===== src/psr_defines.svh =====
// Behaviour
// - register 1h holds secondary link page low byte
// - link_page_select1_high holds secondary page high byte
// - registers 3h/4h form primary link page selector
// - primary selector decodes to four link pages
// - channel_pairing_control bit0 chooses paired or individual writes
// - analog_page_select selects master or converter analog page
// - two power-down masks at 20h/21h and 23h/24h
// - powerdown_control bit5 chooses mask one or two
// - mask applies only when 55h enable set
// - enable one sleeps masked blocks, zero normal
// - core mask nibbles sleep channel A, B
// - buffer fields: 00 active, 11 asleep
// - global sleep needs pin override set in the same write
// - override set ignores external sleep pin
// - input_coupling_control bit0 drives common-mode lift off
`ifndef PSR_DEFINES_SVH
`define PSR_DEFINES_SVH

// ==========================================
// register offsets
`define PSR_ADDR_W          12
`define PSR_OFS_SEC_LOW     12'h001
`define PSR_OFS_SEC_HIGH    12'h002
`define PSR_OFS_PRI_LOW     12'h003
`define PSR_OFS_PRI_HIGH    12'h004
`define PSR_OFS_PAIRING     12'h005
`define PSR_OFS_ANALOG_PAGE 12'h011
`define PSR_OFS_CORE_MASK1  12'h020
`define PSR_OFS_BUF_MASK1   12'h021
`define PSR_OFS_CORE_MASK2  12'h023
`define PSR_OFS_BUF_MASK2   12'h024
`define PSR_OFS_PD_CTRL     12'h026
`define PSR_OFS_COUPLING    12'h04F
`define PSR_OFS_MASK_EN     12'h055

// ==========================================
// reset values and field positions
`define PSR_RESET_BYTE      8'h00
`define PSR_BIT_INDIVIDUAL  0
`define PSR_BIT_GLOBAL      7
`define PSR_BIT_OVERRIDE    6
`define PSR_BIT_MASK_SEL    5
`define PSR_BIT_LIFT_OFF    0
`define PSR_BIT_MASK_EN     4
`define PSR_PD_CTRL_MASK    8'hE0
`define PSR_BUF_MASK_MASK   8'hF0
`define PSR_LOW_BIT_MASK    8'h01
`define PSR_MASK_EN_MASK    8'h10

// ==========================================
// page codes
`define PSR_PAGE_MASTER     8'h80
`define PSR_PAGE_CONVERTER  8'h0F
`define PSR_PAGE_MAIN_DIG   16'h6800
`define PSR_PAGE_LINK_DIG   16'h6900
`define PSR_PAGE_LINK_ANA   16'h6A00
`define PSR_PAGE_OFFSET     16'h6100
`define PSR_PAGE_OFS_LOAD   16'h0500
`define PSR_PAGE_OFS_READ   16'h0000

// ==========================================
// serial frame layout
`define PSR_BIT_CNT_W       5
`define PSR_HDR_BITS        5'h10
`define PSR_FRAME_BITS      5'h18
`define PSR_HDR_READ        15
`define PSR_HDR_BANK        14
`define PSR_HDR_CHAN        13

`endif


===== src/psr_pkg.sv =====
package psr_pkg;
  typedef enum logic [1:0] {
    PSR_ST_IDLE  = 2'b01,
    PSR_ST_SHIFT = 2'b10
  } psr_state_t;
endpackage


===== src/psr_regs.sv =====
`timescale 1ns/1ps
`default_nettype none
`include "psr_defines.svh"

module psr_regs
  import psr_pkg::*;
(
  input  wire logic        core_clk,
  input  wire logic        nrst,
  input  wire logic        sen_n,
  input  wire logic        sclk,
  input  wire logic        sdin,
  input  wire logic        sleep_pin,
  output logic             sdout,
  output logic [15:0]      link_bank_secondary_page,
  output logic [15:0]      link_bank_primary_page,
  output logic             page_main_digital,
  output logic             page_link_digital,
  output logic             page_link_analog,
  output logic             page_offset_read,
  output logic             page_offset_load,
  output logic             page_master,
  output logic             page_converter,
  output logic             chan_a_write,
  output logic             chan_b_write,
  output logic             wr_bank,
  output logic [11:0]      wr_addr,
  output logic [7:0]       wr_data,
  output logic             core_a_sleep,
  output logic             core_b_sleep,
  output logic [1:0]       buffer_a_sleep,
  output logic [1:0]       buffer_b_sleep,
  output logic             whole_chip_sleep,
  output logic             common_mode_lift_off
);

  // ==========================================
  // address decode
  function automatic logic is_general(input logic [11:0] a);
    is_general = (a == `PSR_OFS_SEC_LOW) || (a == `PSR_OFS_SEC_HIGH) ||
                 (a == `PSR_OFS_PRI_LOW) || (a == `PSR_OFS_PRI_HIGH) ||
                 (a == `PSR_OFS_PAIRING) || (a == `PSR_OFS_ANALOG_PAGE);
  endfunction

  function automatic logic is_master(input logic [11:0] a);
    is_master = (a == `PSR_OFS_CORE_MASK1) || (a == `PSR_OFS_BUF_MASK1) ||
                (a == `PSR_OFS_CORE_MASK2) || (a == `PSR_OFS_BUF_MASK2) ||
                (a == `PSR_OFS_PD_CTRL)    || (a == `PSR_OFS_COUPLING) ||
                (a == `PSR_OFS_MASK_EN);
  endfunction

  // ==========================================
  // pin synchronisers
  logic [2:0] sclk_sync_reg;
  logic [1:0] sen_sync_reg;
  logic [1:0] sdin_sync_reg;
  logic [1:0] pin_sync_reg;

  always_ff @(posedge core_clk) begin
    if (!nrst) begin
      sclk_sync_reg <= 3'h0;
      sen_sync_reg  <= 2'h3;
      sdin_sync_reg <= 2'h0;
      pin_sync_reg  <= 2'h0;
    end else begin
      sclk_sync_reg <= {sclk_sync_reg[1:0], sclk};
      sen_sync_reg  <= {sen_sync_reg[0], sen_n};
      sdin_sync_reg <= {sdin_sync_reg[0], sdin};
      pin_sync_reg  <= {pin_sync_reg[0], sleep_pin};
    end
  end

  logic sclk_rise;
  logic sclk_fall;
  logic sen_act;
  assign sclk_rise = sclk_sync_reg[1] & ~sclk_sync_reg[2];
  assign sclk_fall = ~sclk_sync_reg[1] & sclk_sync_reg[2];
  assign sen_act   = ~sen_sync_reg[1];

  // ==========================================
  // serial frame engine
  psr_state_t                 state_reg;
  logic [`PSR_BIT_CNT_W-1:0]  cnt_reg;
  logic [23:0]                shift_reg;
  logic [7:0]                 rd_shift_reg;
  logic [23:0]                shift_next;
  logic                       hdr_done;
  logic                       frame_done;

  assign shift_next = {shift_reg[22:0], sdin_sync_reg[1]};
  assign hdr_done   = (state_reg == PSR_ST_SHIFT) && sclk_rise &&
                      (cnt_reg == `PSR_HDR_BITS - 5'h01);
  assign frame_done = (state_reg == PSR_ST_SHIFT) && sclk_rise &&
                      (cnt_reg == `PSR_FRAME_BITS - 5'h01) &&
                      !shift_reg[`PSR_HDR_READ + 7];

  always_ff @(posedge core_clk) begin
    if (!nrst) begin
      state_reg <= PSR_ST_IDLE;
      cnt_reg   <= '0;
      shift_reg <= '0;
    end else begin
      case (state_reg)
        PSR_ST_IDLE: begin
          cnt_reg <= '0;
          if (sen_act) begin
            state_reg <= PSR_ST_SHIFT;
          end
        end
        PSR_ST_SHIFT: begin
          if (!sen_act) begin
            state_reg <= PSR_ST_IDLE;
          end else if (sclk_rise && cnt_reg != `PSR_FRAME_BITS) begin
            shift_reg <= shift_next;
            cnt_reg   <= cnt_reg + 5'h01;
          end
        end
        default: state_reg <= PSR_ST_IDLE;
      endcase
    end
  end

  logic        f_bank;
  logic        f_chan;
  logic [11:0] f_addr;
  logic [7:0]  f_data;
  logic        f_local;
  assign f_bank  = shift_reg[`PSR_HDR_BANK + 7];
  assign f_chan  = shift_reg[`PSR_HDR_CHAN + 7];
  assign f_addr  = shift_reg[18:7];
  assign f_data  = shift_next[7:0];

  // ==========================================
  // registers
  logic [7:0] sec_low_reg, sec_high_reg, pri_low_reg, pri_high_reg;
  logic [7:0] pairing_reg, analog_page_reg;
  logic [7:0] core_mask1_reg, buf_mask1_reg, core_mask2_reg, buf_mask2_reg;
  logic [7:0] pd_ctrl_reg, coupling_reg, mask_en_reg;
  logic       master_vis;

  assign master_vis = (analog_page_reg == `PSR_PAGE_MASTER) && !f_bank;
  assign f_local    = !f_bank && (is_general(f_addr) || (master_vis && is_master(f_addr)));

  always_ff @(posedge core_clk) begin
    if (!nrst) begin
      sec_low_reg     <= `PSR_RESET_BYTE;
      sec_high_reg    <= `PSR_RESET_BYTE;
      pri_low_reg     <= `PSR_RESET_BYTE;
      pri_high_reg    <= `PSR_RESET_BYTE;
      pairing_reg     <= `PSR_RESET_BYTE;
      analog_page_reg <= `PSR_RESET_BYTE;
    end else if (frame_done && !f_bank) begin
      case (f_addr)
        `PSR_OFS_SEC_LOW:     sec_low_reg     <= f_data;
        `PSR_OFS_SEC_HIGH:    sec_high_reg    <= f_data;
        `PSR_OFS_PRI_LOW:     pri_low_reg     <= f_data;
        `PSR_OFS_PRI_HIGH:    pri_high_reg    <= f_data;
        `PSR_OFS_PAIRING:     pairing_reg     <= f_data & `PSR_LOW_BIT_MASK;
        `PSR_OFS_ANALOG_PAGE: analog_page_reg <= f_data;
        default: ;
      endcase
    end
  end

  always_ff @(posedge core_clk) begin
    if (!nrst) begin
      core_mask1_reg <= `PSR_RESET_BYTE;
      buf_mask1_reg  <= `PSR_RESET_BYTE;
      core_mask2_reg <= `PSR_RESET_BYTE;
      buf_mask2_reg  <= `PSR_RESET_BYTE;
      pd_ctrl_reg    <= `PSR_RESET_BYTE;
      coupling_reg   <= `PSR_RESET_BYTE;
      mask_en_reg    <= `PSR_RESET_BYTE;
    end else if (frame_done && master_vis) begin
      case (f_addr)
        `PSR_OFS_CORE_MASK1: core_mask1_reg <= f_data;
        `PSR_OFS_BUF_MASK1:  buf_mask1_reg  <= f_data & `PSR_BUF_MASK_MASK;
        `PSR_OFS_CORE_MASK2: core_mask2_reg <= f_data;
        `PSR_OFS_BUF_MASK2:  buf_mask2_reg  <= f_data & `PSR_BUF_MASK_MASK;
        `PSR_OFS_PD_CTRL: begin
          // global bit only taken with override set
          pd_ctrl_reg <= (f_data & `PSR_PD_CTRL_MASK) &
                         {f_data[`PSR_BIT_OVERRIDE], 7'h7F};
        end
        `PSR_OFS_COUPLING:   coupling_reg   <= f_data & `PSR_LOW_BIT_MASK;
        `PSR_OFS_MASK_EN:    mask_en_reg    <= f_data & `PSR_MASK_EN_MASK;
        default: ;
      endcase
    end
  end

  // ==========================================
  // readback
  logic [7:0]  rd_byte;
  logic [11:0] h_addr;
  logic        h_bank;
  logic        h_local;
  assign h_addr  = shift_next[11:0];
  assign h_bank  = shift_next[`PSR_HDR_BANK];
  assign h_local = !h_bank && (is_general(h_addr) ||
                   ((analog_page_reg == `PSR_PAGE_MASTER) && is_master(h_addr)));
  always_comb begin
    rd_byte = 8'h00;
    if (h_local) begin
      case (h_addr)
        `PSR_OFS_SEC_LOW:     rd_byte = sec_low_reg;
        `PSR_OFS_SEC_HIGH:    rd_byte = sec_high_reg;
        `PSR_OFS_PRI_LOW:     rd_byte = pri_low_reg;
        `PSR_OFS_PRI_HIGH:    rd_byte = pri_high_reg;
        `PSR_OFS_PAIRING:     rd_byte = pairing_reg;
        `PSR_OFS_ANALOG_PAGE: rd_byte = analog_page_reg;
        `PSR_OFS_CORE_MASK1:  rd_byte = core_mask1_reg;
        `PSR_OFS_BUF_MASK1:   rd_byte = buf_mask1_reg;
        `PSR_OFS_CORE_MASK2:  rd_byte = core_mask2_reg;
        `PSR_OFS_BUF_MASK2:   rd_byte = buf_mask2_reg;
        `PSR_OFS_PD_CTRL:     rd_byte = pd_ctrl_reg;
        `PSR_OFS_COUPLING:    rd_byte = coupling_reg;
        `PSR_OFS_MASK_EN:     rd_byte = mask_en_reg;
        default:              rd_byte = 8'h00;
      endcase
    end
  end

  // hdr_done sees the address in shift_next, so decode it from there
  logic        h_read;
  assign h_read = shift_next[`PSR_HDR_READ];

  always_ff @(posedge core_clk) begin
    if (!nrst) begin
      rd_shift_reg <= '0;
      sdout        <= 1'b0;
    end else if (state_reg == PSR_ST_IDLE) begin
      sdout <= 1'b0;
    end else if (hdr_done) begin
      rd_shift_reg <= h_read ? rd_byte : 8'h00;
    end else if (sclk_fall && cnt_reg >= `PSR_HDR_BITS && cnt_reg < `PSR_FRAME_BITS) begin
      sdout        <= rd_shift_reg[7];
      rd_shift_reg <= {rd_shift_reg[6:0], 1'b0};
    end
  end

  // ==========================================
  // paged write forwarding
  always_ff @(posedge core_clk) begin
    if (!nrst) begin
      chan_a_write <= 1'b0;
      chan_b_write <= 1'b0;
      wr_bank      <= 1'b0;
      wr_addr      <= '0;
      wr_data      <= '0;
    end else begin
      chan_a_write <= 1'b0;
      chan_b_write <= 1'b0;
      if (frame_done && !f_local) begin
        wr_bank      <= f_bank;
        wr_addr      <= f_addr;
        wr_data      <= f_data;
        chan_a_write <= !pairing_reg[`PSR_BIT_INDIVIDUAL] || !f_chan;
        chan_b_write <= !pairing_reg[`PSR_BIT_INDIVIDUAL] || f_chan;
      end
    end
  end

  // ==========================================
  // page and power-down outputs
  logic [7:0] core_sel;
  logic [7:0] buf_sel;
  logic       apply;
  assign core_sel = pd_ctrl_reg[`PSR_BIT_MASK_SEL] ? core_mask2_reg : core_mask1_reg;
  assign buf_sel  = pd_ctrl_reg[`PSR_BIT_MASK_SEL] ? buf_mask2_reg : buf_mask1_reg;
  assign apply    = mask_en_reg[`PSR_BIT_MASK_EN];

  always_ff @(posedge core_clk) begin
    if (!nrst) begin
      link_bank_secondary_page <= '0;
      link_bank_primary_page   <= '0;
      page_main_digital        <= 1'b0;
      page_link_digital        <= 1'b0;
      page_link_analog         <= 1'b0;
      page_offset_read         <= 1'b0;
      page_offset_load         <= 1'b0;
      page_master              <= 1'b0;
      page_converter           <= 1'b0;
    end else begin
      link_bank_secondary_page <= {sec_high_reg, sec_low_reg};
      link_bank_primary_page   <= {pri_high_reg, pri_low_reg};
      page_main_digital <= {pri_high_reg, pri_low_reg} == `PSR_PAGE_MAIN_DIG;
      page_link_digital <= {pri_high_reg, pri_low_reg} == `PSR_PAGE_LINK_DIG;
      page_link_analog  <= {pri_high_reg, pri_low_reg} == `PSR_PAGE_LINK_ANA;
      page_offset_read  <= ({pri_high_reg, pri_low_reg} == `PSR_PAGE_OFFSET) &&
                           ({sec_high_reg, sec_low_reg} == `PSR_PAGE_OFS_READ);
      page_offset_load  <= ({pri_high_reg, pri_low_reg} == `PSR_PAGE_OFFSET) &&
                           ({sec_high_reg, sec_low_reg} == `PSR_PAGE_OFS_LOAD);
      page_master       <= analog_page_reg == `PSR_PAGE_MASTER;
      page_converter    <= analog_page_reg == `PSR_PAGE_CONVERTER;
    end
  end

  always_ff @(posedge core_clk) begin
    if (!nrst) begin
      core_a_sleep         <= 1'b0;
      core_b_sleep         <= 1'b0;
      buffer_a_sleep       <= 2'b00;
      buffer_b_sleep       <= 2'b00;
      whole_chip_sleep     <= 1'b0;
      common_mode_lift_off <= 1'b0;
    end else begin
      core_a_sleep   <= apply && (&core_sel[7:4]);
      core_b_sleep   <= apply && (&core_sel[3:0]);
      buffer_a_sleep <= apply ? buf_sel[5:4] : 2'b00;
      buffer_b_sleep <= apply ? buf_sel[7:6] : 2'b00;
      whole_chip_sleep <= pd_ctrl_reg[`PSR_BIT_OVERRIDE] ?
                          pd_ctrl_reg[`PSR_BIT_GLOBAL] : pin_sync_reg[1];
      common_mode_lift_off <= coupling_reg[`PSR_BIT_LIFT_OFF];
    end
  end

endmodule

`default_nettype wire


===== config.mk =====
export PLATFORM = sky130hd
export DESIGN_NAME = psr_regs
export DESIGN_NICKNAME = d
export VERILOG_FILES = /design/src/psr_pkg.sv /design/src/psr_regs.sv
export VERILOG_INCLUDE_DIRS = /design/src /design/src/src
export SDC_FILE = /design/constraint.sdc
export NUM_CORES = 1
export LEC_CHECK = 0
export BUFFER_PORTS_ARGS = -buffer_cell sky130_fd_sc_hd__buf_2
export CORE_AREA = 2 2 144 146
export CTS_CLUSTER_SIZE = 16
export DETAILED_ROUTE_END_ITERATION = 8
export DIE_AREA = 0 0 146 148
export PLACE_DENSITY = 0.62
export SLEW_MARGIN = 20
export SYNTH_ARGS = -nofsm -noshare
export SYNTH_HDL_FRONTEND = slang
export SYNTH_SLANG_ARGS = --single-unit

===== constraint.sdc =====
create_clock -name core_clk -period 5.1 [get_ports core_clk]
set_clock_uncertainty 0.05 [all_clocks]
set_input_delay 1.02 -clock core_clk [delete_from_list [all_inputs] [get_ports core_clk]]
set_output_delay 1.02 -clock core_clk [all_outputs]
set_load 0.1 [all_outputs]

Word level (Yosys, flattened, before mapping)
Index checks and enable logic that the tools add are counted.
- register bits: 193
- input port bits: 6
- output and inout bits: 71
- logic and storage cells: 187
- add/sub/neg operators: 1
- order comparisons: 2
- equality and inequality tests: 42
- muxes and demuxes: 14
- bitwise operators: 9
- reductions and logical operators: 77
- operators with widths (kind ; number):
    equality test 12 x 6 -> 1 bit (second input constant) ; 10
    one-hot mux 8 bit (13 select lines) ; 1
    equality test 16 x 15 -> 1 bit (second input constant) ; 4
    equality test 12 x 2 -> 1 bit (second input constant) ; 4
    equality test 12 x 3 -> 1 bit (second input constant) ; 4
    equality test 12 x 7 -> 1 bit (second input constant) ; 4
    two-way mux 8 bit ; 6
    AND reduction 2 bit ; 18
    logical OR 1 bit ; 26
    equality test 12 x 1 -> 1 bit (second input constant) ; 2
    equality test 12 x 5 -> 1 bit (second input constant) ; 2
    logical AND 1 bit ; 19
    equality test 16 x 11 -> 1 bit (second input constant) ; 1
    logical NOT 16 bit ; 1
    two-way mux 5 bit ; 2
    one-hot mux 5 bit (2 select lines) ; 1
    bitwise AND 8 bit ; 1
    equality test 8 x 4 -> 1 bit (second input constant) ; 1
    equality test 8 bit (second input constant) ; 1
    AND reduction 4 bit ; 2
    logical NOT 1 bit ; 6
    inequality test 2 bit (second input constant) ; 3
    inverter 1 bit ; 6
    AND reduction 3 bit ; 2
    other kinds (15) ; 18

Logic depth before layout (Yosys ltp)
Gate-level depths: netlist of run 1.
- depth after elaboration: 13
- mapped depth: 8
- depth with buffers taken out: 8

Worst setup path after synthesis of run 1
Ideal clock, no wire load.
- kind: reg2reg
- from: reg shift_reg[15]
- to: reg wr_addr[10]
- setup time: 120 ps
- data arrival time: 2248 ps
- data required time: 4930 ps
- path slack: 2682 ps
- stages on the path, launching flop included: 8
- cell sequence: dfxtp_1 or4_4 or3_1 or4_4 and3_1 buf_6 buf_8 mux2i_1
- cells in the longest elaborated chain, start to end: 12
- elaborated cells between the ends (all ways): 29
- RTL lines (what ; line ; RTL):
    from (decl) ; psr_regs.sv:84 ; logic [23:0] shift_reg;
    from (signal assigned) ; psr_regs.sv:114 ; shift_reg <= shift_next;
    equality test 12 x 6 -> 1 bit ; - ;
    logical OR 1 bit (6 in a row) ; psr_regs.sv:46 ; is_master = (a == `PSR_OFS_CORE_MASK1) || (a == `PSR_OFS_BUF_MASK1) ||
    logical AND 1 bit ; psr_regs.sv:142 ; assign f_local = !f_bank && (is_general(f_addr) || (master_vis && is_master(f_addr)));
    logical OR 1 bit * ; psr_regs.sv:142 ;
    logical AND 1 bit * ; psr_regs.sv:142 ;
    logical NOT 1 bit * ; psr_regs.sv:254 ; if (frame_done && !f_local) begin
    logical AND 1 bit * ; psr_regs.sv:254 ;
    to (signal assigned) ; psr_regs.sv:256 ; wr_addr <= f_addr;
    to (decl) ; psr_regs.sv:27 ; output logic [11:0] wr_addr,
Mark *: on every way between the ends. The rest lies on a longest branch, timed or not.
A chain may end at the register's enable or synchronous reset.

Final worst setup path of run 1
- from: reg shift_reg[6]
- to: reg rd_shift_reg[6]
- cells in the longest elaborated chain, start to end: 13
- elaborated cells between the ends (all ways): 31
- RTL lines (what ; line ; RTL):
    equality test 12 x 6 -> 1 bit ; psr_regs.sv:205 ; case (h_addr)
    logical OR 1 bit (6 in a row) ; psr_regs.sv:46 ;
    logical AND 1 bit ; psr_regs.sv:201 ; ((analog_page_reg == `PSR_PAGE_MASTER) && is_master(h_addr)));
    logical OR 1 bit ; psr_regs.sv:200 ; assign h_local = !h_bank && (is_general(h_addr) ||
    logical AND 1 bit ; psr_regs.sv:200 ;
    two-way mux 8 bit * ; psr_regs.sv:204 ; if (h_local) begin
    two-way mux 8 bit * ; psr_regs.sv:235 ; rd_shift_reg <= h_read ? rd_byte : 8'h00;
    two-way mux 8 bit * ; psr_regs.sv:234 ; end else if (hdr_done) begin
    to (signal assigned) ; psr_regs.sv:235 ;
    to (signal assigned) ; psr_regs.sv:238 ; rd_shift_reg <= {rd_shift_reg[6:0], 1'b0};
    to (decl) ; psr_regs.sv:85 ; logic [7:0] rd_shift_reg;
Marks and branches as above.

==> summary by stage, run 1 <==
Status
The flow ran to the end, and the final reports show no timing, DRC or antenna violations.

Job
The number of maximum-capacitance constraint violations is 0.

Cells and area
The register with the most flip-flops in the layout has 23 of them. The diode insertion count for antenna repair is 0. The layout overhead on the synthesized area is 15.3%. The fraction of layout instances using a drive strength above 1 is 14.8%. The number of inserted filler cells in the final layout is 2012. The net count reported at finish is 951. The fraction of the core area covered by cells at the end of the flow is 45.7%.

Clocking
The clock tree synthesis step divided the H-tree into 4 levels. The cell sitting at the root of the clock tree is a clkbuf_16. The clock drives 188 sinks. The clock tree from TritonCTS is built.

Post-CTS repair changed the size of 0 cells. The clock-pin slew on the worst setup and hold paths is 0.07 ns. The number of buffers created by CTS is 17. Once the clock tree was built, the setup fixing pass inserted 0 buffers. The clock latency on the worst-skew pair is 0.44 ns. The number of buffers inserted by hold repair at cts is 0. No sink is reached through more buffers than the 2 on the longest clock path.

Routing
The detailed route wirelength on metal3 is 1090 µm. The via density per instance is 5.44. After detailed routing, the wire length on met1 is 9560 µm.

The highest metal layer carrying signal wires in the routed design is met4. The number of DRC violations after detailed-routing iteration 0 is 449. Dividing the detail-routed wire length by the instance count gives 17.3 µm. For this block, the via count after detailed routing is 6650. Once detail routing completed, the nets flagged for antenna violations numbered 0. The routed design uses 9990 µm of met2 wire. The overall routed net length is 21100 µm. After detailed routing, the number of remaining DRC violations is 0. The pre-antenna-repair detailed-routing pass consisted of 5 iterations.

Setup path
In this run the worst path has a maximum fanout of 18. STA puts the critical path data arrival time at 3.16 ns. The kind of start point of the critical path is a flip-flop. The category of the critical setup timing path is reg2reg.

At the worst endpoint, the required time is 5.40 ns. STA classifies the critical path endpoint as a flip-flop.

STA
The number of max-slew violations in the final report was 0. The slew at the pin closest to its max-slew limit is 1.06 ns. Across all setup checks in the final design, the least slack found is 2.24 ns. Setup violations remaining at the end of the flow were counted as 0. Based on the critical path, the design can be clocked at up to 350 MHz. Setup repair after global routing left no endpoint under its margin. Of the available clock period, the critical path in the final layout requires 56.0%. The final hold violation count is 0. The total negative slack for setup checks is 0 ns.

The clock period minus worst slack is 2.86 ns. The relative slew slack is 28.2%.

Die
The number of top-level pins is 77. The die width is 146 µm. The initial cell density of the core is 39.7%. The site row count is 52. The vertical die dimension is 148 µm. The core area is 0.0200 mm².

The area of the die is 0.0216 mm².

Global routing
The first-pass GRT wire length is 34300 µm. Entering global routing, the biggest net connects 56 pins. The number of global-route vias before repair was 6164.

The total routing resource utilization after global routing is 20.0%. The number of antenna violations at the first check in global routing came to 0. Summed over all layers, the global routing overflow is 0.

Synthesis
The number of flops mapped to enable cells by yosys is 0. The most used flip-flop cell after synthesis is dfxtp_1. The net count after synthesis is 902. The most common cell in the synthesized netlist is dfxtp_1.

The sequential cell area fraction in the yosys report is 47.3%. Synthesis inferred 188 register bits. The summed instance area of the synthesized netlist is 0.00795 mm².

The commonest cells after synthesis are 188 x dfxtp_1, 125 x nand2_1, 80 x nor2_1. For this run, the number of Yosys warnings is 0. Counting flops with an async set or reset pin after synthesis yields a share of 0%.

By area the synthesized netlist is led by dfxtp_1 47%, mux2i_1 9.9%, nand2_1 5.9%. In the synthesized netlist, the number of instances is 893. Yosys mapped the design onto 63 distinct sky130hd cell types. The biggest area consumer among synthesized cells is dfxtp_1. The synthesized design devotes to its leading area cell type 47.3% of total area.

Each instance of the synthesized netlist takes up on average 8.90 µm².

Power
The areal power density over the cells is 320 mW/mm². Across the VDD grid, the largest voltage drop is 0.204 mV. In this run the static leakage power is 0.00381 µW.

Placed design
The count of buffers inserted at the top-level ports is 76. The worst slack at placement is 2.26 ns. The congestion estimate from routability-driven global placement came to 0.975.

The HPWL reported at the end of detailed placement is 14500 µm.

Worst hold path
The path class of the tightest hold or removal check is reg2reg.
==> through the flow <==
step           cell area [µm²]  std cells  total power (µW)  hold WS, ns
2_1_floorplan             7950        893              1530        0.336
3_3_place_gp              8530       1193              1550        0.340
3_5_place_dp              8540       1193              1550        0.345
4_1_cts                   9160       1223              2950        0.362
5_1_grt                   9170       1223              3020        0.392
6_report                  9170       1223              2930        0.359
==> critical path, cell delays in order (launching register included) <==
cell      delay, ns
dfxtp_1        0.63
nor4b_2        0.74
nand3_1        0.31
a311oi_2       0.62
nor2_1         0.13
a211oi_1       0.28
==> cell usage in the layout, fill, tap and decap left out, drive strengths merged, types with 17 or more instances in the layout <==
cell / netlist / layout
nand2: 125 / 125
nor4: 19 / 19
o21ai: 34 / 34
dfxtp: 188 / 188
mux2i: 79 / 79
and2: 41 / 41
clkbuf: 50 / 19
nor3: 27 / 27
nor2: 80 / 80
a21oi: 38 / 38
buf: 8 / 88
inv: 13 / 17
nand4: 22 / 22
==> final timing paths <==
path	start	endpoint	slack [ns]	cells past startpoint
min	sen_sync_reg[0]$_SDFF_PN1_	sen_sync_reg[1]$_SDFF_PN1_	0.36	1
max reg2reg	shift_reg[6]$_SDFFE_PN0P_	rd_shift_reg[6]$_SDFFE_PN0P_	2.24	5
min reg2reg	sen_sync_reg[0]$_SDFF_PN1_	sen_sync_reg[1]$_SDFF_PN1_	0.36	1
max	shift_reg[6]$_SDFFE_PN0P_	rd_shift_reg[6]$_SDFFE_PN0P_	2.24	5
==> per-layer routing <==
| layer | vias up | track usage [%] |
|---|---|---|
| met5 | - | 0 |
| met4 | 0 | 7.82 |
| met3 | 33 | 3.86 |
| met2 | 208 | 31.9 |
| met1 | 3159 | 27.0 |
| li1 | 3250 | - |
==> kinds of logic (layout without fill, tap and decap cells) <==
kind of cell / Yosys count / in the layout / synth area share [%]
xor gates and xnor gates: 5 / 5 / 0.551
buffers and inverters: 71 / 131 / 3.64
and+or+nand+nor: 420 / 420 / 27.8
adders and majority gates: 3 / 3 / 0.472
AOI/OAI and AO/OA: 122 / 122 / 9.55
muxes: 84 / 84 / 10.7
DFF: 188 / 188 / 47.3
==> report_power, final <==
| part | total, µW | internal (µW) | switching, µW |
|---|---|---|---|
| clock network | 1420 | 837 | 584 |
| logic | 40.7 | 8.27 | 32.4 |
| registers | 1470 | 1470 | 1.75 |
| total | 2930 | 2320 | 618 |
==> layout make-up <==
type / count / area, µm² / share of cell area (%)
repair buffers: 88 / 470 / 5.13
clock inverters: 11 / 181 / 1.98
clock buffers: 19 / 443 / 4.83
multi-input cells: 634 / 3920 / 42.8
inverters: 13 / 48.8 / 0.532
flip-flops and latches: 188 / 3760 / 41.1
well taps: 270 / 338 / 3.69
Note: power is estimated with default switching activity, not from simulation.
==> inputs of run 2 (changes only) <==
--- a/config.mk
+++ b/config.mk
@@ -11,7 +11,7 @@
 export CTS_CLUSTER_SIZE = 16
 export DETAILED_ROUTE_END_ITERATION = 8
 export DIE_AREA = 0 0 146 148
-export PLACE_DENSITY = 0.62
+export PLACE_DENSITY = 0.64
 export SLEW_MARGIN = 20
 export SYNTH_ARGS = -nofsm -noshare
 export SYNTH_HDL_FRONTEND = slang
==> constraint.sdc (replaced) <==
create_clock -name core_clk -period 2.5 [get_ports core_clk]
set_clock_uncertainty 0.05 [all_clocks]
set_input_delay 0.5 -clock core_clk [delete_from_list [all_inputs] [get_ports core_clk]]
set_output_delay 0.5 -clock core_clk [all_outputs]
set_load 0.1 [all_outputs]
==> run 2 against run 1 <==
Against the previous run:
- clock-buffer cell count fell by 1
- cell count rose by 4.0%
- maximum frequency rose by 19%
- critical path type unchanged
- sequential cell count did not move
- non-clock buffer count rose by 48
- first-iteration DRC count fell by 1.3%
- worst hold slack got worse by 0.17 ns
- utilization rose by 1.8 points
- clock power rose by 92%
==> summary by stage, run 2 (synthesis gave the netlist of run 1 again) <==
Global routing
The met1 routing resource usage after global routing is 26.5%. The total overflow left after global routing is 0. The total routing resource utilization after global routing is 20.2%. The met3 track utilization from global routing is 3.95%. The number of antenna violations at the first check in global routing is 0. The number of global-route vias before repair came to 6493. The first-pass GRT wire length is 34800 µm.

The global routing's busiest layer is met2. Entering global routing, the biggest net connects 33 pins. In the global route stage, met2 resource usage came out at 32.3%.

Setup path
The worst setup path is captured at a flip-flop. The data required time of the worst path is 2.81 ns. For the worst setup path, the data arrival time is 2.71 ns. The worst setup path is launched from a flip-flop. For this run, the slowest stage of the critical path takes 0.57 ns. The cell type of the slowest stage on the worst timing path is or4_4. The category of the critical setup timing path is reg2reg.

The signal on the critical path passes through or4_4, or3_1, or4_4, nand3_1, buf_12, mux2i_1. The highest net fanout along the worst path is 10. In this design, the critical path's most frequently occurring cell is or4_4.

Worst hold path
The worst min-delay path category is in2reg.

Cells and area
After routing the design area is 0.00953 mm². The top cell types in the final layout, fill and taps aside, are 188 x dfxtp_1, 125 x nand2_1, 80 x nor2_1, 79 x mux2i_1, 76 x buf_2. The layout overhead on the synthesized area is 19.9%.

The commonest non-fill, non-tap cell in the layout is dfxtp_1. The number of inserted filler cells in the final layout is 1965. After the last flow step, the layout net total stands at 999.

The post-route netlist has 18.9% of its cells at a drive strength greater than 1. The number of flip-flops in the largest register is 23. 0 antenna diodes ended up in the layout.

The count of non-filler cells in the finished layout is 1272.

Routing
The number of DRC violations after detailed-routing iteration 0 is 443. After detailed routing, the average wire length per cell comes to 16.8 µm. The overall routed net length is 21400 µm.

The number of iterations in the first detailed-routing pass is 5. After detailed routing, the number of vias per cell comes to 5.40. The residual antenna-violating net count after detailed routing is 0. Across all layers, the routed design uses 6871 vias.

After detailed routing, the number of remaining DRC violations is 0.

Placed design
The total placed cells including tap cells is 1241. The wire-length estimate of the detail-placed layout is 15200 µm. The global placement routability congestion is 0.943.

The placed instances occupy a cell area of 0.00894 mm². Port buffering added 76 buffers.

Die
In this run the horizontal extent of the chip is 146 µm. The number of top-level pins is 77. The area of the die is 0.0216 mm². The die is 148 µm tall.

The site row count is 52. The total area inside the core boundary comes to 0.0200 mm². Once the floorplan was initialized, standard cells occupied 39.7% of the core.

STA
The final hold violation count is 0. Derived from the worst setup path, the maximum achievable clock frequency is 418 MHz. Setup repair after global routing left no endpoint under its margin. Across all hold checks on the routed design, the worst slack comes to 0.186 ns.

For the pin with the worst max-slew slack, the measured transition is 0.746 ns. Summed over all failing endpoints, the final setup total negative slack is 0 ns. For the finished layout, the period the worst path requires is 2.39 ns. Headroom to the max-slew limit came out at 50.2%. The final count of negative-setup-slack endpoints is 0. The number of max-slew violations in the final report came to 0. Of the available clock period, the critical path in the final layout requires 95.8%.

Clocking
Clock-pin slew was measured on the worst setup and hold paths at 0.07 ns. The clock tree from TritonCTS is built. The later pin in the worst-skew pair is clocked with a latency of 0.44 ns. CTS placed an instance of clkbuf_16 at the clock tree root. The deepest clock path buffer count is 2. The count of clock tree sinks is 188. The clock tree synthesis step divided the H-tree into 4 levels. Buffers added to address setup during post-CTS repair amount to 0.

Clock tree synthesis inserted a total of 17 buffers.

Job
The number of maximum-capacitance constraint violations is 0.

Power
In this run the power density over the cells is 611 mW/mm². The leakage component of the power is 0.00405 µW. The worst IR drop on VDD is 0.419 mV.

Status
The run finished with clean final reports.
[run 2: cell types whose count changed in the layout (fill, tap and decap cells not counted)]
cell	change
buf_12	+4
and3_4	+1
and3_1	-1
bufinv_16	-2
clkinv_2	+1
nor4b_1	+1
inv_8	+2
nor4b_2	-1
nor4_1	+1
clkinv_4	+1
nor4_2	-1
buf_4	+44
clkbuf_8	-1
[run 2: metal layers]
| metal | share of wire (%) | routed length, µm | vias to the layer above |
|---|---|---|---|
| li1 | - | - | 3348 |
| met1 | 45 | 9660 | 3254 |
| met2 | 46 | 9910 | 223 |
| met3 | 5.3 | 1140 | 46 |
| met4 | 3.3 | 708 | 0 |
| met5 | 0 | 0 | - |
[run 2: through the flow]
stage	power [µW]	utilization, %	worst slack (ns)
after floorplan	3130	-	0.0817
after global placement	3160	44.6	-0.00270
after detailed placement	3160	44.6	-0.0449
after CTS	5880	47.5	0.0568
after global routing	6020	47.6	0.0273
final	5830	47.6	0.106
[run 2: critical path: cells and delay by family (launching register included)]
kind,cells,cell delay [ns]
buffers and inverters,1,0.16
flip-flops,1,0.31
multiplexers,1,0.20
AND/OR/NAND/NOR,4,1.59
[run 2: worst paths after layout]
check | from | slack [ns] | cells after the start | to
worst max-delay path | shift_reg[15]$_SDFFE_PN0P_ | 0.11 | 6 | wr_data[6]$_SDFFE_PN0P_
worst min-delay path | sen_n | 0.19 | 2 | sen_sync_reg[0]$_SDFF_PN1_
worst max register to register | shift_reg[15]$_SDFFE_PN0P_ | 0.11 | 6 | wr_data[6]$_SDFFE_PN0P_
worst min register to register | sen_sync_reg[0]$_SDFF_PN1_ | 0.36 | 1 | sen_sync_reg[1]$_SDFF_PN1_
[run 2: cell type report]
type,count,area [µm²],share of cell area (%)
well taps,270,338,3.54
flip-flops and latches,188,3760,39.5
repair buffers,136,881,9.24
inverters,13,48.8,0.512
clock buffers,18,429,4.50
clock inverters,13,158,1.65
multi-input cells,634,3910,41.1
[run 2: what timing repair did]
action,4_1_cts,5_1_grt
gates resized for setup,1,1
gates cloned,0,0
endpoints found under the hold margin,0,0
endpoints found under the setup margin,12,12
pin swaps,0,0
hold buffers,0,0
[run 2: report_power, final]
group	internal, µW	total, µW	switching [µW]	leakage (µW)
combinational	24.7	87.3	62.6	0.00225
clock	1500	2730	1230	0.000283
sequential	3000	3010	7.14	0.00152
total	4520	5830	1300	0.00405
==> inputs of run 3 (changes only) <==
==> constraint.sdc (replaced) <==
create_clock -name core_clk -period 2.5 [get_ports core_clk]
set_clock_uncertainty 0.05 [all_clocks]
set_input_delay 0 -clock core_clk [delete_from_list [all_inputs] [get_ports core_clk]]
set_output_delay 0 -clock core_clk [all_outputs]
set_load 0.1 [all_outputs]
==> run 3 against run 2 <==
Against the previous run:
- register-to-register slack about the same
- cell area rose by 1.0%
- total power rose by 5.3%
- clock-buffer cell count unchanged
- die area unchanged
- combinational power up 8.6%
- global-route usage increased by 0.15 points
- cell count increased by 0.39%
- sequential power barely moved
- clock power is 11% higher
==> summary by stage, run 3 (synthesis gave the netlist of run 1 again) <==
Status
The flow ran to the end, and the final reports show no timing, DRC or antenna violations.

Routing
The via density per instance is 5.43. The average wire per cell in the routed design is 17.2 µm. The remaining design rule violation count is 0.

The detailed router placed 6939 vias in this run. The overall routed net length is 22000 µm. For this block, the initial DRC count from the detailed router was 501. In this run the remaining antenna-violating nets after routing total 0. The number of iterations in the first detailed-routing pass is 5.

Setup path
STA classifies the critical path startpoint as a flip-flop. STA classifies the critical path endpoint as a flip-flop. The arrival time at the worst endpoint is 2.66 ns. The highest net fanout along the worst path is 12. The category of the critical setup timing path is reg2reg. Data on the critical path is required at its endpoint by 2.77 ns.

The logic depth of the worst register-to-register path is 5.

Worst hold path
The path class of the tightest hold or removal check is in2reg. Along the worst hold path, the cell count comes to 2.

STA
For the pin with the worst max-slew slack, the measured transition is 0.655 ns. The final hold violation count is 0. The clock period minus worst slack is 2.39 ns. The total negative slack for setup checks is 0 ns. The relative slew slack is 56.3%. The worst path uses 95.4% of the clock period.

Setup repair after global routing left no endpoint under its margin. The upper clock frequency limit is 419 MHz. Setup violations remaining at the end of the flow were counted as 0. The number of max-slew violations in the final report is 0.

Cells and area
From synthesis to final layout, the design area changed by 21.1%. The fraction of layout instances using a drive strength above 1 is 19.0%. The repair_antennas step left the layout with diodes totalling 0. For this run, the post-layout net count is 1003. After routing the design area is 0.00963 mm².

The register with the most flip-flops in the layout has 23 of them. The library cell used most frequently in the layout, excluding fill and tap cells, is dfxtp_1. In the layout the commonest cells are 188 x dfxtp_1, 125 x nand2_1, 80 x nor2_1, 79 x mux2i_1, 76 x buf_2.

Global routing
The total global routing overflow is 0. The number of global-route vias before repair is 6312. The first global-routing pass estimated 34900 µm of wire. For this run, the total global-route usage over all layers was measured as 20.4%. The largest net degree at the start of global routing is 42. The number of antenna violations at the first check in global routing is 0.

Die
The area of the die is 0.0216 mm². The region available for standard cell placement spans 0.0200 mm². The floorplan has 52 rows. The initial utilization of the core area, before any placement, comes to 39.7%. 77 I/O pins were placed. The vertical die dimension is 148 µm. The die is 146 µm wide.

Clocking
The count of clock tree sinks is 188. In this run, CTS created clock tree buffers numbering 17. CTS built an H-tree with a depth of 4. The clock tree from TritonCTS is built. The clock latency on the worst-skew pair is 0.44 ns. No sink is reached through more buffers than the 2 on the longest clock path. The post-CTS repair timing setup buffer count is 0.

The clock-pin slew on the worst setup and hold paths is 0.07 ns. The root buffer cell is clkbuf_16.

Power
Summing internal, switching and leakage power gives 6140 µW. Dividing total power by cell area gives a power density of 638 mW/mm². The worst IR drop on VDD is 0.477 mV. The analysis attributes to cell leakage a power of 0.00410 µW.

Placed design
The global placement routability congestion is 0.981. Port buffering added 76 buffers. The HPWL reported at the end of detailed placement is 15300 µm.

Summing all placed instances gives a cell area of 0.00891 mm².

Job
Across the run, the number of max-cap violations was 0.
==> run 3: per-layer routing <==
layer	track usage, %	routed length (µm)	vias to the layer above
li1	-	-	3360
met5	0	0	-
met4	8.93	629	0
met1	26.9	9670	3287
met3	4.07	1440	36
met2	32.5	10200	256
==> run 3: worst paths after layout <==
path / startpoint / to / slack [ns]
setup reg to reg: shift_reg[15]$_SDFFE_PN0P_ / wr_addr[3]$_SDFFE_PN0P_ / 0.11
hold reg to reg: sen_sync_reg[0]$_SDFF_PN1_ / sen_sync_reg[1]$_SDFF_PN1_ / 0.36
setup / recovery: shift_reg[15]$_SDFFE_PN0P_ / wr_addr[3]$_SDFFE_PN0P_ / 0.11
hold / removal: nrst / sclk_sync_reg[0]$_SDFF_PN0_ / 0.03
==> run 3: critical path, stage by stage, from the launching register on <==
cell and delay [ns]:
dfxtp_1 0.32, or4_4 0.56, or3_1 0.38, or4_4 0.55, and3_4 0.27, mux2i_1 0.14
==> run 3: timing repair <==
item                                    4_1_cts  5_1_grt
endpoints found under the setup margin       12       13
hold buffers                                  4        0
hold endpoints to repair                      4        0
resized for setup                             1        2
==> run 3: area by class of cell <==
cell class	instances	area, µm²
Clock inverter	14	233
Clock buffer	18	429
Timing Repair Buffer	140	896
Sequential cell	188	3760
Inverter	13	48.8
Multi-Input combinational cell	634	3920
Fill cell	1968	10400
Tap cell	270	338
==> run 3: power by group <==
group | leakage [µW] | switching [µW] | internal (µW)
combinational | 0.00226 | 66.4 | 28.4
sequential | 0.00152 | 6.81 | 3000
clock | 0.000320 | 1230 | 1800
total | 0.00410 | 1310 | 4830
==> run 3: through the flow <==
step	hold slack, ns	utilization, %	worst slack [ns]	std cells
after global routing	0.0590	48.0	0.00458	1277
final	0.0275	48.0	0.115	1277
after detailed placement	0.136	44.5	-0.0716	1241
after CTS	0.0127	48.0	0.0183	1277
after floorplan	0.0515	-	0.0817	893
after global placement	0.137	44.5	-0.0167	1241
